**config.mk**
```make
export PLATFORM = sky130hd
export DESIGN_NAME = scrb_top
export DESIGN_NICKNAME = d
export VERILOG_FILES = /design/src/inc/scrb_pkg.sv /design/src/scrb_socket_regs.sv /design/src/scrb_top.sv
export SDC_FILE = /design/constraint.sdc
export NUM_CORES = 1
export LEC_CHECK = 0
export ABC_AREA = 1
export BUFFER_PORTS_ARGS = -buffer_cell sky130_fd_sc_hd__buf_2
export CORE_ASPECT_RATIO = 0.75
export CORE_MARGIN = 2
export CORE_UTILIZATION = 54
export DETAILED_ROUTE_END_ITERATION = 16
export PLACE_DENSITY = 0.73
export SYNTH_ARGS = -nofsm -noshare
export SYNTH_HDL_FRONTEND = slang
export SYNTH_SLANG_ARGS = --single-unit
```
**constraint.sdc**
```tcl
create_clock -name CORE_CLK -period 3.65 [get_ports CORE_CLK]
set_clock_uncertainty 0.05 [all_clocks]
set_input_delay 0.365 -clock CORE_CLK [delete_from_list [all_inputs] [get_ports CORE_CLK]]
set_output_delay 0.365 -clock CORE_CLK [all_outputs]
set_load 0.1 [all_outputs]
```
**src/inc/scrb_pkg.sv**
```systemverilog
// Package for the socket control register bank.
// Assumes one clock domain, classic Wishbone slave with 32-bit data.
package scrb_pkg;

	// ----------------------------------------
	// Wishbone word offsets (byte addresses)
	// ----------------------------------------
	localparam logic [3:0] OFS_SELECTOR = 4'h0;
	localparam logic [3:0] OFS_DATA_PORT = 4'h4;
	localparam logic [3:0] OFS_IRQ_STATUS = 4'h8;
	// Clear is the write side of the status word
	localparam logic [3:0] OFS_IRQ_CLEAR = 4'h8;
	localparam logic [3:0] OFS_IRQ_ENABLE = 4'hC;
	localparam logic [1:0] IRQ_PAGE_MAIN = 2'h0;

	// ----------------------------------------
	// Indexed register numbers
	// ----------------------------------------
	localparam logic [5:0] IDX_CHIP_REVISION_ID = 6'h00;
	localparam logic [5:0] IDX_SOCKET_INTERFACE_STATUS = 6'h01;
	localparam logic [5:0] IDX_SOCKET_POWER_CONTROL = 6'h02;
	localparam logic [5:0] IDX_SOCKET_INTERRUPT_GENERAL_CONTROL = 6'h03;
	localparam logic [5:0] IDX_CARD_STATUS_CHANGE_FLAGS = 6'h04;
	localparam logic [5:0] IDX_MANAGEMENT_INTERRUPT_CONFIG = 6'h05;
	localparam logic [5:0] IDX_WINDOW_MAPPING_ENABLE = 6'h06;

	// ----------------------------------------
	// Field positions and reset values
	// ----------------------------------------
	localparam int SEL_SOCKET_BIT = 6;
	localparam int STAT_ALWAYS_ONE_BIT = 7;
	localparam int STAT_READY_BIT = 5;
	localparam int STAT_WP_BIT = 4;
	localparam int MAP_RESERVED_BIT = 5;
	localparam logic [1:0] REV_INTERFACE_ID = 2'h1; // Arbitrary value
	localparam logic [3:0] REV_STEPPING = 4'h1; // Arbitrary value
	localparam logic [7:0] RST_BYTE = 8'h00;
	localparam logic [7:0] MAP_WRITE_MASK = 8'hDF;
	localparam int NUM_SOCKETS = 2;
	localparam int NUM_EVENTS = 4;

	// Card pins of one socket
	typedef struct packed {
		logic card_ready_irq_pin;
		logic write_protect_io16_pin;
		logic card_present_n_b;
		logic card_present_n_a;
		logic battery_sense_b_pin;
		logic battery_sense_a_pin;
	} scrb_pins_s;

	// Writable state of one socket
	typedef struct packed {
		logic [7:0] power;
		logic [7:0] int_gen;
		logic [3:0] change;
		logic [7:0] mgmt_cfg;
		logic [7:0] map_en;
		scrb_pins_s prev;
	} scrb_sock_s;

endpackage

```
**src/scrb_socket_regs.sv**
```systemverilog
// Per-socket register storage, one instance per socket.
// Assumes pins are synchronous to CORE_CLK; write strobe is one cycle.
`timescale 1ns/1ps
module scrb_socket_regs
	import scrb_pkg::*;
(
	input wire logic clk,
	input wire logic rst,
	input wire logic ce,
	input wire scrb_pkg::scrb_pins_s pins,
	input wire logic wr,
	input wire logic rd,
	input wire logic [5:0] idx,
	input wire logic [7:0] wdata,
	output logic [7:0] rdata,
	output logic [3:0] change,
	output logic [3:0] mgmt_level,
	output logic event_any
);
	scrb_sock_s st_q, st_d;
	logic [3:0] ev;
	logic [7:0] rsel;

	// ----------------------------------------
	// Event detection and register update
	// ----------------------------------------
	always_comb begin
		st_d = st_q;
		ev[3] = (pins.card_present_n_a != st_q.prev.card_present_n_a)
			| (pins.card_present_n_b != st_q.prev.card_present_n_b);
		ev[2] = pins.card_ready_irq_pin & ~st_q.prev.card_ready_irq_pin;
		ev[1] = pins.battery_sense_b_pin != st_q.prev.battery_sense_b_pin;
		ev[0] = pins.battery_sense_a_pin != st_q.prev.battery_sense_a_pin;
		st_d.prev = pins;
		// Flags clear on read; a new event wins over the clear
		if (rd && idx == IDX_CARD_STATUS_CHANGE_FLAGS) begin
			st_d.change = 4'h0;
		end
		// RL10 - enabled event sets
		st_d.change = st_d.change | (ev & st_q.mgmt_cfg[3:0]);
		if (wr) begin
			unique case (idx)
				IDX_SOCKET_POWER_CONTROL: st_d.power = wdata;
				IDX_SOCKET_INTERRUPT_GENERAL_CONTROL: st_d.int_gen = wdata;
				// RL8 - level and enables
				IDX_MANAGEMENT_INTERRUPT_CONFIG: st_d.mgmt_cfg = wdata;
				IDX_WINDOW_MAPPING_ENABLE: st_d.map_en = wdata & MAP_WRITE_MASK;
				default: st_d.power = st_d.power;
			endcase
		end
		rsel = RST_BYTE;
		unique case (idx)
			// RL6 - fixed revision
			IDX_CHIP_REVISION_ID: rsel = {REV_INTERFACE_ID, 2'b00, REV_STEPPING};
			// RL1 fixed one, RL2 - RL5 live pin levels
			IDX_SOCKET_INTERFACE_STATUS: rsel = {1'b1, st_q.power[4],
				pins.card_ready_irq_pin, pins.write_protect_io16_pin,
				~pins.card_present_n_b, ~pins.card_present_n_a,
				pins.battery_sense_b_pin, pins.battery_sense_a_pin};
			IDX_SOCKET_POWER_CONTROL: rsel = st_q.power;
			IDX_SOCKET_INTERRUPT_GENERAL_CONTROL: rsel = st_q.int_gen;
			// RL7 - upper bits zero
			IDX_CARD_STATUS_CHANGE_FLAGS: rsel = {4'h0, st_q.change};
			IDX_MANAGEMENT_INTERRUPT_CONFIG: rsel = st_q.mgmt_cfg;
			IDX_WINDOW_MAPPING_ENABLE: rsel = st_q.map_en;
			default: rsel = RST_BYTE;
		endcase
	end

	always_ff @(posedge clk) begin
		if (rst) begin
			st_q <= '0;
			rdata <= RST_BYTE;
			event_any <= 1'b0;
		end else if (ce) begin
			st_q <= st_d;
			rdata <= rsel;
			event_any <= |(ev & st_q.mgmt_cfg[3:0]);
		end
	end

	assign change = st_q.change;
	assign mgmt_level = st_q.mgmt_cfg[7:4];

	// RL1 - status top bit
	property p_stat_top;
		@(posedge clk) disable iff (rst)
		(ce && idx == IDX_SOCKET_INTERFACE_STATUS) |=> rdata[STAT_ALWAYS_ONE_BIT];
	endproperty
	a_stat_top: assert property (p_stat_top) else $error("status bit 7 not one"); // RL1

	property p_ready;
		@(posedge clk) disable iff (rst)
		(ce && idx == IDX_SOCKET_INTERFACE_STATUS)
			|=> rdata[STAT_READY_BIT] == $past(pins.card_ready_irq_pin);
	endproperty
	a_ready: assert property (p_ready) else $error("ready bit mismatch"); // RL2

	property p_wp;
		@(posedge clk) disable iff (rst)
		(ce && idx == IDX_SOCKET_INTERFACE_STATUS)
			|=> rdata[STAT_WP_BIT] == $past(pins.write_protect_io16_pin);
	endproperty
	a_wp: assert property (p_wp) else $error("write protect bit mismatch"); // RL3

	property p_cd;
		@(posedge clk) disable iff (rst)
		(ce && idx == IDX_SOCKET_INTERFACE_STATUS)
			|=> rdata[3:2] == ~$past({pins.card_present_n_b, pins.card_present_n_a});
	endproperty
	a_cd: assert property (p_cd) else $error("card detect not inverted"); // RL4

	property p_bvd;
		@(posedge clk) disable iff (rst)
		(ce && idx == IDX_SOCKET_INTERFACE_STATUS)
			|=> rdata[1:0] == $past({pins.battery_sense_b_pin, pins.battery_sense_a_pin});
	endproperty
	a_bvd: assert property (p_bvd) else $error("battery sense mismatch"); // RL5

	property p_rev;
		@(posedge clk) disable iff (rst)
		(ce && idx == IDX_CHIP_REVISION_ID) |=> rdata[5:4] == 2'b00;
	endproperty
	a_rev: assert property (p_rev) else $error("revision middle bits set"); // RL6

	property p_csc;
		@(posedge clk) disable iff (rst)
		(ce && idx == IDX_CARD_STATUS_CHANGE_FLAGS) |=> rdata[7:4] == 4'h0;
	endproperty
	a_csc: assert property (p_csc) else $error("change upper bits set"); // RL7

	property p_set;
		@(posedge clk) disable iff (rst)
		(ce && (ev & st_q.mgmt_cfg[3:0]) != 4'h0) |=> change != 4'h0;
	endproperty
	a_set: assert property (p_set) else $error("enabled event not latched"); // RL10
endmodule

```
**src/scrb_top.sv**
```systemverilog
// Socket control register bank: indexed per-socket registers over Wishbone.
// Assumes classic Wishbone master; card pins already synchronous.
// ----------------------------------------
// Summary of operation
// RL1 - Interface status bit 7 always reads one.
// RL2 - Status bit 5 shows the live card ready pin level.
// RL3 - Status bit 4 shows the live write-protect pin level.
// RL4 - Status bits 3-2 show inverted card-present pins.
// RL5 - Status bits 1-0 show battery sense pins unchanged.
// RL6 - Revision register is read-only: interface id, two zeros, stepping.
// RL7 - Change register: four read-only flags low, upper bits zero.
// RL8 - Management config: level in 7-4, event enables in 3-0.
// RL9 - Selector picks socket and index; data port reaches that register.
// RL10 - Enabled events set flags; the first socket with flags set, socket 0 first, drives its management level.
// ----------------------------------------
`timescale 1ns/1ps
module scrb_top
	import scrb_pkg::*;
(
	input wire logic CORE_CLK,
	input wire logic SYS_RST,
	input wire logic CLK_EN,
	input wire logic WB_CYC_I,
	input wire logic WB_STB_I,
	input wire logic WB_WE_I,
	input wire logic [3:0] WB_ADR_I,
	input wire logic [3:0] WB_SEL_I,
	input wire logic [31:0] WB_DAT_I,
	output logic [31:0] WB_DAT_O,
	output logic WB_ACK_O,
	input wire scrb_pkg::scrb_pins_s SOCK0_PINS,
	input wire scrb_pkg::scrb_pins_s SOCK1_PINS,
	output logic [3:0] MGMT_LEVEL,
	output logic MGMT_IRQ,
	output logic INT_O
);
	import scrb_pkg::*;

	typedef struct packed {
		logic [7:0] selector;
		logic ack;
		logic [31:0] dat;
		logic [1:0] irq_stat;
		logic [1:0] irq_en;
		logic [3:0] level;
		logic mgmt;
		logic intr;
		logic pend_rd;
		logic [3:0] pend_adr;
	} scrb_top_s;

	scrb_top_s r_q, r_d;
	scrb_pins_s pins [NUM_SOCKETS];
	logic [7:0] s_rdata [NUM_SOCKETS];
	logic [3:0] s_change [NUM_SOCKETS];
	logic [3:0] s_level [NUM_SOCKETS];
	logic [1:0] s_event;
	logic req, bus_wr, data_rd;

	assign pins[0] = SOCK0_PINS;
	assign pins[1] = SOCK1_PINS;

	// ----------------------------------------
	// Bus decode
	// ----------------------------------------
	assign req = WB_CYC_I & WB_STB_I & ~r_q.ack & ~r_q.pend_rd;
	assign bus_wr = req & WB_WE_I & WB_SEL_I[0];
	assign data_rd = req & ~WB_WE_I & (WB_ADR_I == OFS_DATA_PORT);

	// ----------------------------------------
	// Sockets
	// ----------------------------------------
	generate
		for (genvar s = 0; s < NUM_SOCKETS; s++) begin : g_sock
			logic hit;
			// RL9 - socket routing
			assign hit = (r_q.selector[SEL_SOCKET_BIT] == 1'(s));
			scrb_socket_regs u_regs (
				.clk(CORE_CLK),
				.rst(SYS_RST),
				.ce(CLK_EN),
				.pins(pins[s]),
				.wr(bus_wr & hit & (WB_ADR_I == OFS_DATA_PORT)),
				.rd(data_rd & hit),
				.idx(r_q.selector[5:0]),
				.wdata(WB_DAT_I[7:0]),
				.rdata(s_rdata[s]),
				.change(s_change[s]),
				.mgmt_level(s_level[s]),
				.event_any(s_event[s])
			);
		end
	endgenerate

	// ----------------------------------------
	// Next state
	// ----------------------------------------
	always_comb begin
		r_d = r_q;
		r_d.ack = 1'b0;
		// Reads of the data port wait one cycle for the socket's read register
		if (r_q.pend_rd) begin
			r_d.pend_rd = 1'b0;
			r_d.ack = 1'b1;
			r_d.dat = {24'h0, s_rdata[r_q.selector[SEL_SOCKET_BIT]]};
		end else if (req) begin
			if (data_rd) begin
				r_d.pend_rd = 1'b1;
			end else begin
				r_d.ack = 1'b1;
				r_d.dat = 32'h0000_0000;
				unique case (WB_ADR_I)
					OFS_SELECTOR: r_d.dat = {24'h0, r_q.selector};
					OFS_IRQ_STATUS: r_d.dat = {30'h0, r_q.irq_stat};
					OFS_IRQ_ENABLE: r_d.dat = {30'h0, r_q.irq_en};
					default: r_d.dat = 32'h0000_0000;
				endcase
			end
		end
		// RL9 - selector write
		if (bus_wr && WB_ADR_I == OFS_SELECTOR) begin
			r_d.selector = {1'b0, WB_DAT_I[6:0]};
		end
		if (bus_wr && WB_ADR_I == OFS_IRQ_ENABLE) begin
			r_d.irq_en = WB_DAT_I[1:0];
		end
		if (bus_wr && WB_ADR_I == OFS_IRQ_CLEAR) begin
			r_d.irq_stat = r_q.irq_stat & ~WB_DAT_I[1:0];
		end
		// Set wins over clear
		r_d.irq_stat = r_d.irq_stat | s_event;
		// RL10 - drive level of the first socket with flags set, socket 0 first
		r_d.mgmt = 1'b0;
		r_d.level = 4'h0;
		if (s_change[0] != 4'h0) begin
			r_d.mgmt = 1'b1;
			r_d.level = s_level[0];
		end else if (s_change[1] != 4'h0) begin
			r_d.mgmt = 1'b1;
			r_d.level = s_level[1];
		end
		r_d.intr = |(r_d.irq_stat & r_d.irq_en);
	end

	always_ff @(posedge CORE_CLK) begin
		if (SYS_RST) begin
			r_q <= '0;
		end else if (CLK_EN) begin
			r_q <= r_d;
		end
	end

	assign WB_ACK_O = r_q.ack;
	assign WB_DAT_O = r_q.dat;
	assign MGMT_LEVEL = r_q.level;
	assign MGMT_IRQ = r_q.mgmt;
	assign INT_O = r_q.intr;

	// RL9 - selector capture
	property p_sel;
		@(posedge CORE_CLK) disable iff (SYS_RST)
		(CLK_EN && bus_wr && WB_ADR_I == OFS_SELECTOR)
			|=> r_q.selector[6:0] == $past(WB_DAT_I[6:0]);
	endproperty
	a_sel: assert property (p_sel) else $error("selector not updated"); // RL9

	// RL10 - level follows socket
	property p_mgmt;
		@(posedge CORE_CLK) disable iff (SYS_RST)
		(CLK_EN && s_change[0] != 4'h0) |=> MGMT_IRQ && MGMT_LEVEL == $past(s_level[0]);
	endproperty
	a_mgmt: assert property (p_mgmt) else $error("management level not driven"); // RL10

	// ----------------------------------------
	// Bus handshake checks
	// ----------------------------------------
	// RL9 - ack one cycle
	property p_ack_pulse;
		@(posedge CORE_CLK) disable iff (SYS_RST)
		(CLK_EN && WB_ACK_O) |=> !WB_ACK_O;
	endproperty
	a_ack_pulse: assert property (p_ack_pulse) else $error("ack held too long"); // RL9

	// RL9 - writes answer next
	property p_ack_write;
		@(posedge CORE_CLK) disable iff (SYS_RST)
		(CLK_EN && req && WB_WE_I) |=> WB_ACK_O;
	endproperty
	a_ack_write: assert property (p_ack_write) else $error("write not acknowledged"); // RL9

	// RL9 - direct reads answer
	property p_ack_read;
		@(posedge CORE_CLK) disable iff (SYS_RST)
		(CLK_EN && req && !WB_WE_I && WB_ADR_I != OFS_DATA_PORT) |=> WB_ACK_O;
	endproperty
	a_ack_read: assert property (p_ack_read) else $error("read not acknowledged"); // RL9

	// RL9 - port read waits
	property p_port_wait;
		@(posedge CORE_CLK) disable iff (SYS_RST)
		(CLK_EN && data_rd) |=> !WB_ACK_O && r_q.pend_rd;
	endproperty
	a_port_wait: assert property (p_port_wait) else $error("port read answered early"); // RL9

	// RL9 - port read answers
	property p_port_ack;
		@(posedge CORE_CLK) disable iff (SYS_RST)
		(CLK_EN && r_q.pend_rd) |=> WB_ACK_O;
	endproperty
	a_port_ack: assert property (p_port_ack) else $error("port read not answered"); // RL9

	// RL9 - selected socket data
	property p_port_data;
		@(posedge CORE_CLK) disable iff (SYS_RST)
		(CLK_EN && r_q.pend_rd)
			|=> WB_DAT_O == {24'h00_0000, $past(s_rdata[r_q.selector[SEL_SOCKET_BIT]])};
	endproperty
	a_port_data: assert property (p_port_data) else $error("wrong socket data"); // RL9

	// RL9 - no stray ack
	property p_ack_idle;
		@(posedge CORE_CLK) disable iff (SYS_RST)
		(CLK_EN && !(WB_CYC_I && WB_STB_I) && !r_q.pend_rd) |=> !WB_ACK_O;
	endproperty
	a_ack_idle: assert property (p_ack_idle) else $error("ack without request"); // RL9

	// RL9 - upper data zero
	property p_dat_upper;
		@(posedge CORE_CLK) disable iff (SYS_RST)
		WB_ACK_O |-> WB_DAT_O[31:8] == 24'h00_0000;
	endproperty
	a_dat_upper: assert property (p_dat_upper) else $error("upper read data set"); // RL9

	// RL9 - masked write ignored
	property p_sel_lane;
		@(posedge CORE_CLK) disable iff (SYS_RST)
		(CLK_EN && req && WB_WE_I && !WB_SEL_I[0])
			|=> $stable(r_q.selector) && $stable(r_q.irq_en);
	endproperty
	a_sel_lane: assert property (p_sel_lane) else $error("masked write took effect"); // RL9

	// ----------------------------------------
	// Selector checks
	// ----------------------------------------
	// RL9 - reserved bit zero
	property p_sel_rsvd;
		@(posedge CORE_CLK) disable iff (SYS_RST)
		(CLK_EN && bus_wr && WB_ADR_I == OFS_SELECTOR) |=> !r_q.selector[7];
	endproperty
	a_sel_rsvd: assert property (p_sel_rsvd) else $error("selector bit 7 set"); // RL9

	// RL9 - selector holds
	property p_sel_hold;
		@(posedge CORE_CLK) disable iff (SYS_RST)
		(CLK_EN && !(bus_wr && WB_ADR_I == OFS_SELECTOR)) |=> $stable(r_q.selector);
	endproperty
	a_sel_hold: assert property (p_sel_hold) else $error("selector moved unwritten"); // RL9

	// RL9 - selector read back
	property p_sel_read;
		@(posedge CORE_CLK) disable iff (SYS_RST)
		(CLK_EN && req && !WB_WE_I && WB_ADR_I == OFS_SELECTOR)
			|=> WB_DAT_O == {24'h00_0000, $past(r_q.selector)};
	endproperty
	a_sel_read: assert property (p_sel_read) else $error("selector read wrong"); // RL9

	// ----------------------------------------
	// Interrupt and management checks
	// ----------------------------------------
	// RL10 - enable capture
	property p_en_write;
		@(posedge CORE_CLK) disable iff (SYS_RST)
		(CLK_EN && bus_wr && WB_ADR_I == OFS_IRQ_ENABLE)
			|=> r_q.irq_en == $past(WB_DAT_I[1:0]);
	endproperty
	a_en_write: assert property (p_en_write) else $error("enable not written"); // RL10

	// RL10 - events stick
	property p_stat_set;
		@(posedge CORE_CLK) disable iff (SYS_RST)
		(CLK_EN && s_event != 2'b00) |=> (r_q.irq_stat & $past(s_event)) == $past(s_event);
	endproperty
	a_stat_set: assert property (p_stat_set) else $error("event not latched"); // RL10

	// RL10 - clear drops bits
	property p_stat_clear;
		@(posedge CORE_CLK) disable iff (SYS_RST)
		(CLK_EN && bus_wr && WB_ADR_I == OFS_IRQ_CLEAR && s_event == 2'b00)
			|=> (r_q.irq_stat & $past(WB_DAT_I[1:0])) == 2'b00;
	endproperty
	a_stat_clear: assert property (p_stat_clear) else $error("status not cleared"); // RL10

	// RL10 - interrupt level
	property p_int_level;
		@(posedge CORE_CLK) disable iff (SYS_RST)
		INT_O == |(r_q.irq_stat & r_q.irq_en);
	endproperty
	a_int_level: assert property (p_int_level) else $error("interrupt level wrong"); // RL10

	// RL10 - quiet when clear
	property p_mgmt_idle;
		@(posedge CORE_CLK) disable iff (SYS_RST)
		(CLK_EN && s_change[0] == 4'h0 && s_change[1] == 4'h0)
			|=> !MGMT_IRQ && MGMT_LEVEL == 4'h0;
	endproperty
	a_mgmt_idle: assert property (p_mgmt_idle) else $error("management not idle"); // RL10

	// RL10 - second socket level
	property p_mgmt_sock1;
		@(posedge CORE_CLK) disable iff (SYS_RST)
		(CLK_EN && s_change[0] == 4'h0 && s_change[1] != 4'h0)
			|=> MGMT_IRQ && MGMT_LEVEL == $past(s_level[1]);
	endproperty
	a_mgmt_sock1: assert property (p_mgmt_sock1) else $error("socket 1 level wrong"); // RL10

	// RL10 - enable low freezes
	property p_freeze;
		@(posedge CORE_CLK) disable iff (SYS_RST)
		!CLK_EN |=> $stable(r_q);
	endproperty
	a_freeze: assert property (p_freeze) else $error("state moved while frozen"); // RL10
endmodule

```
==> Word level (Yosys, flattened, before mapping) <==
Index checks and enable logic that the tools add are counted.
{ "totals": {"register_bits": 149, "in_bits": 58, "out_inout_bits": 39, "word_cells": 129} }
{ "classes": {"order_cmp": 1, "eq_ne": 18, "n_mux": 18, "bitwise_logic": 36, "reduce_logical": 23} }
{ "ops": {"columns": ["cell", "n"], "rows": [
  ["$pmux W8 S7", 2],
  ["$mux W33", 3],
  ["$reduce_and A3 Y1", 9],
  ["$mux W8", 3],
  ["$pmux W7 S3", 1],
  ["$eq A6 B3 Y1 const B", 3],
  ["$and A1 B1 Y1", 15],
  ["$eq A6 B2 Y1 const B", 2],
  ["$mux W5", 2],
  ["$not A1 Y1", 10],
  ["$and A4 B4 Y4", 2],
  ["$eq A4 B4 Y1 const B", 2],
  ["$mux W4", 2],
  ["$ne A1 B1 Y1", 8],
  ["$or A4 B4 Y4", 2],
  ["$reduce_bool A4 Y1", 2],
  ["$reduce_or A4 Y1", 2],
  ["$eq A6 B1 Y1 const B", 1],
  ["$logic_not A6 Y1", 1],
  ["$logic_and A1 B1 Y1", 5],
  ["$and A2 B2 Y2", 2],
  ["$eq A4 B3 Y1 const B", 1],
  ["$logic_not A4 Y1", 1],
  ["$mux W2", 2],
  ["10 further kinds", 13]
]} }

==> Longest topological paths before layout <==
{ "logic_depth": {"depth_word": 10, "ltp_mapped": 10, "mapped_depth_nobuf": 9} }

==> By module <==
A second synthesis with hierarchy kept.
{ "hier_totals": {"hier_cells": 949, "area_unflattened_um2": 6526.3} }
{ "modules_own_cells": {"columns": ["module", "n_inst", "cells_per_inst", "area_each_um2", "seq_area_each_um2"], "rows": [
  ["scrb_socket_regs", 2, 341, 2373.5, 980.9],
  ["scrb_top", 1, 267, 1779.2, 540.5]
]} }

==> Worst setup path before layout <==
No wires, ideal clock.
{ "synth_path": {"path_type": "register -> register", "startpoint": "reg r_q (netlist bit WB_ACK_O)", "endpoint": "reg g_sock[0].u_regs.st_q[34] (netlist bit)", "setup_ns": 0.115, "arrival_ns": 1.797, "required_ns": 3.485, "setup_slack_ns": 1.688, "path_stages_with_launch": 8, "n_path_buf": 1, "period_less_slack_ns": 1.962, "cell_sequence": "dfxtp_1 nor3_4 nand2_2 nor3_4 buf_6 nand3_1 nand2_1 nor2_1"} }
{ "synth_via": {"elab_chain_len": 8} }
{ "synth_lines": {"columns": ["item", "line", "source"], "rows": [
  ["from (decl)", "scrb_top.sv:52", "scrb_top_s r_q, r_d;"],
  ["from (signal assigned)", "scrb_top.sv:149", "r_q <= r_d;"],
  ["$not A1 Y1", "scrb_top.sv:66", "assign req = WB_CYC_I & WB_STB_I & ~r_q.ack & ~r_q.pend_rd;"],
  ["$and A1 B1 Y1 (2 in a row)", "scrb_top.sv:66", null],
  ["$and A1 B1 Y1 (2 in a row)", "scrb_top.sv:67", "assign bus_wr = req & WB_WE_I & WB_SEL_I[0];"],
  ["$and A1 B1 Y1 (2 in a row)", "scrb_top.sv:83", ".wr(bus_wr & hit & (WB_ADR_I == OFS_DATA_PORT)),"],
  ["$reduce_and A3 Y1 (no source line)", null, null],
  ["to (signal assigned)", "scrb_socket_regs.sv:76", "st_q <= st_d;"],
  ["to (decl)", "scrb_socket_regs.sv:20", "scrb_sock_s st_q, st_d;"]
]} }
Every way passes these cells.
A chain may end at the register's enable or synchronous reset.

==> Final worst setup path <==
{ "layout_path": {"startpoint": "reg r_q[52] (netlist bit)", "endpoint": "reg g_sock[1].u_regs.st_q[34] (netlist bit)"} }
{ "layout_via": {"elab_chain_len": 2} }
{ "layout_lines": {"columns": ["item", "line", "source"], "rows": [
  ["$eq A6 B2 Y1", "scrb_socket_regs.sv:42", "unique case (idx)"],
  ["$reduce_and A3 Y1 (no source line)", null, null],
  ["to (signal assigned)", "scrb_socket_regs.sv:76", null],
  ["to (decl)", "scrb_socket_regs.sv:20", null]
]} }
Every way passes these cells.

==> results.md <==
- Synthesized cell area: ~0.0065 mm2
- Later-pin clock latency in the skew report: 0.42 ns
- ANT cells: 0
- Least-Margin Pin Slew: about 1.0 ns
- Post-synth top area share: 0.3876
- Cell-internal power: 2.548 mW
- Area leader, netlist: dfxtp_1
- Worst-path clk slew: 0.06 ns
- Setup violations, final: 0
- Fin Setup TNS: 0 ns
- Crit Path Class: flip-flop to flip-flop
- NetSw: 0.9715 mW
- CP Max Fanout: 30
- Clk sinks: 125
- Largest net degree at the start of global routing: 63
- Final worst-path cycle share: 0.7210
- Slew Limit Headroom: 0.3062
- DRT iter0 DRCs: 760
- Via count: 6485
- Post-CTS setup buffers: 0
- PwrDens: 493.8 mW/mm2
- Final Non-Filler Cells: 1137
- Final Critical Period: between 2 and 3 ns
- R2r startpoint: r_q[52]
- Combinational Power Share: 0.097
- Status: finished, final reports clean
- Top cell by count, worst path: nand2_1
- Maximum operating frequency: 380.0 MHz
- Cts repair resizes: 0
- Multi-input logic area: ~0.0032 mm2
- Layout cells sized above 1: 0.1149
- Hold_sp: SOCK1_PINS[5]
- Post-Place Cells: 1105
- Starting density of the core: 0.5559
- HPWL after detailed placement: 12440 um
- Setup WS post-layout: 1.018 ns
- Routed wire length per instance: 16.36 um
- Design Area, Final: 0.007127 mm2
- FILL cells: between 1000 and 1500
- FF+latch count, synth: ~130
- Final Hold Fails: 0
- Gr ovfl total: 0
- Sw Ratio: 0.2761
- Worst EP arrival: 2.85 ns
- Ys async rst share: 0
- Tot GR Track Use: 0.2982
- Placement Setup Slack: 1.144 ns
- Req. time, crit path: 3.87 ns
- Clock tree from TritonCTS: yes
- Register area: between 0.002 and 0.003 mm2
- Leakage: 2.945 nW
- Synth Flop Type: dfxtp_1
- CTS Hold Bufs: 0
- Post-DR vias/cell: 5.704
- Final ANT Viol Nets: 0
- Max incr delay on CP: 0.60 ns
- Number of H-tree levels: 4
- Die X: approximately 130 um
- Critical path origin: r_q[52]
- Cell breakdown of the critical path: nor2_4, nand3_2, nor3_2, nand2_1, nand2_1, a21oi_1
- Post-Syn Area per Cell: 6.775 um2
- I/O pin count: 97
- Util after Layout: 0.6137
- Post-synthesis sequential area ratio: 0.3876
- Ranking of synthesized cells by area: dfxtp_1 (39%), nand2_1 (13%), a21oi_1 (9.5%)
- Cell count after synthesis: between 900 and 1000
- CP endpoint kind: flip-flop
- Placed Area: 0.006507 mm2
- Reg power frac: 0.398
- Antenna violations before repair: 0
- First-pass GRT wire length: 29650 um
- Max IR drop VDD: 0.3346 mV
- Clk network pwr share: 0.504
- Vias in the first global route: around 5700
- Setup crit start kind: flip-flop
- Worst path slowest cell: nor2_4
- Root buffer cell: clkbuf_16
- Clock Path Buffers: 2
- Maxcap violations: 0
- P&R area growth vs syn: 10.39%
- Die area: 0.01286 mm2
- Post-route DRC violation count: 0
- Yosys Warn Count: 0
- PortBufs: 45
- Core footprint: 0.01161 mm2
- GPL Wtd Cong: 0.9230
- Total Wirelength: 18610 um
- Hold crit path type: primary input to flip-flop
- RSZ-0062 raised after global routing: false
- Synth unique cells: 32
- TritonRoute pass-1 iters: 6
- Final #Nets: 1020
- Die span in y: 98.70 um
- WHS: 0.1612 ns
- Slew Viols, Final: 0
- Tot Pwr: roughly 3.5 mW
- EDFF count, synth: 0
- Num CTS Buffers: 17
- # rows: 34
-- state kept, by name, summed over array words and instances, names as in the netlist --
name / cells
INT_O: 1
WB_ACK_O: 1
WB_DAT_O: 8
r_q: 11
MGMT_LEVEL: 4
g_sock.u_regs.mgmt_level: 8
MGMT_IRQ: 1
g_sock.u_regs.rdata: 16
g_sock.u_regs.change: 8
g_sock.u_regs.st_q: 64
g_sock.u_regs.event_any: 2
g_sock.hit: 1
-- area by class of cell --
| type | count | share of cell area |
|---|---|---|
| multi-input cells | 701 | 0.4556 |
| flip-flops and latches | 125 | 0.3511 |
| clock buffers | 18 | 0.06162 |
| repair buffers | 61 | 0.04845 |
| inverters | 56 | 0.02949 |
| well taps | 162 | 0.02844 |
| clock inverters | 14 | 0.02528 |
-- synth_stat cells, drive strengths merged, types with 2 or more instances --
| cell type | n |
|---|---|
| buf | 68 |
| nor2 | 107 |
| nor3 | 8 |
| a31oi | 3 |
| o21ai | 51 |
| clkinv | 2 |
| a211oi | 2 |
| xnor2 | 4 |
| inv | 54 |
| nand4 | 45 |
| or2 | 2 |
| nand3 | 111 |
| a21oi | 122 |
| dfxtp | 125 |
| clkbuf | 26 |
| nand2 | 217 |
-- path summary, 6_finish.rpt --
check | slack [ns] | cells after the start | to
min | 0.16 | 3 | g_sock[1].u_regs.st_q[5]
min reg2reg | 0.41 | 2 | WB_DAT_O[2]
max reg2reg | 1.02 | 6 | g_sock[1].u_regs.st_q[34]
max | 1.02 | 6 | g_sock[1].u_regs.st_q[34]
-- power groups by stage --
stage                     logic [mW]  clock network, mW  registers [mW]
after floorplan                0.285                  0            1.44
after detailed placement       0.337                  0            1.43
after global routing           0.361               1.86            1.40
after CTS                      0.338               1.79            1.40
final                          0.341               1.78            1.40
after global placement         0.336                  0            1.43
-- layout by cell type, fill, tap and decap left out, types with 3 or more instances in the layout --
cell type  count
nand4_1       45
buf_4         16
nand2_1      216
dfxtp_1      125
inv_6          6
o21ai_0       51
nor2_2         7
a31oi_1        3
xnor2_1        4
conb_1        24
nand3_1      110
buf_2         45
nor3_1         3
inv_1         52
clkbuf_16     17
nor2_1        99
nor3_4         3
a21oi_1      122
bufinv_16      3
-- critical path, delay by kind of cell (launching register included) --
family             cells  cell delay, ns
AOI/OAI and AO/OA      1            0.07
and+or+nand+nor        5            2.01
DFF                    1            0.35
-- cell families after synthesis --
family                    share of synthesized area
and+or+nand+nor                              0.3390
buffers and inverters                        0.1229
other                                     0.0005808
AOI/OAI and AO/OA                            0.1446
xor gates and xnor gates                   0.005426
DFF                                          0.3876
-- routing by layer --
metal | track usage | up-vias | share of wire
li1 | - | 3134 | -
met1 | 0.4238 | 2951 | 0.43
met2 | 0.4285 | 350 | 0.43
met3 | 0.07492 | 50 | 0.11
met4 | 0.1282 | 0 | 0.032
met5 | 0 | - | 0
No activity file was read; power rests on OpenSTA's default activity.
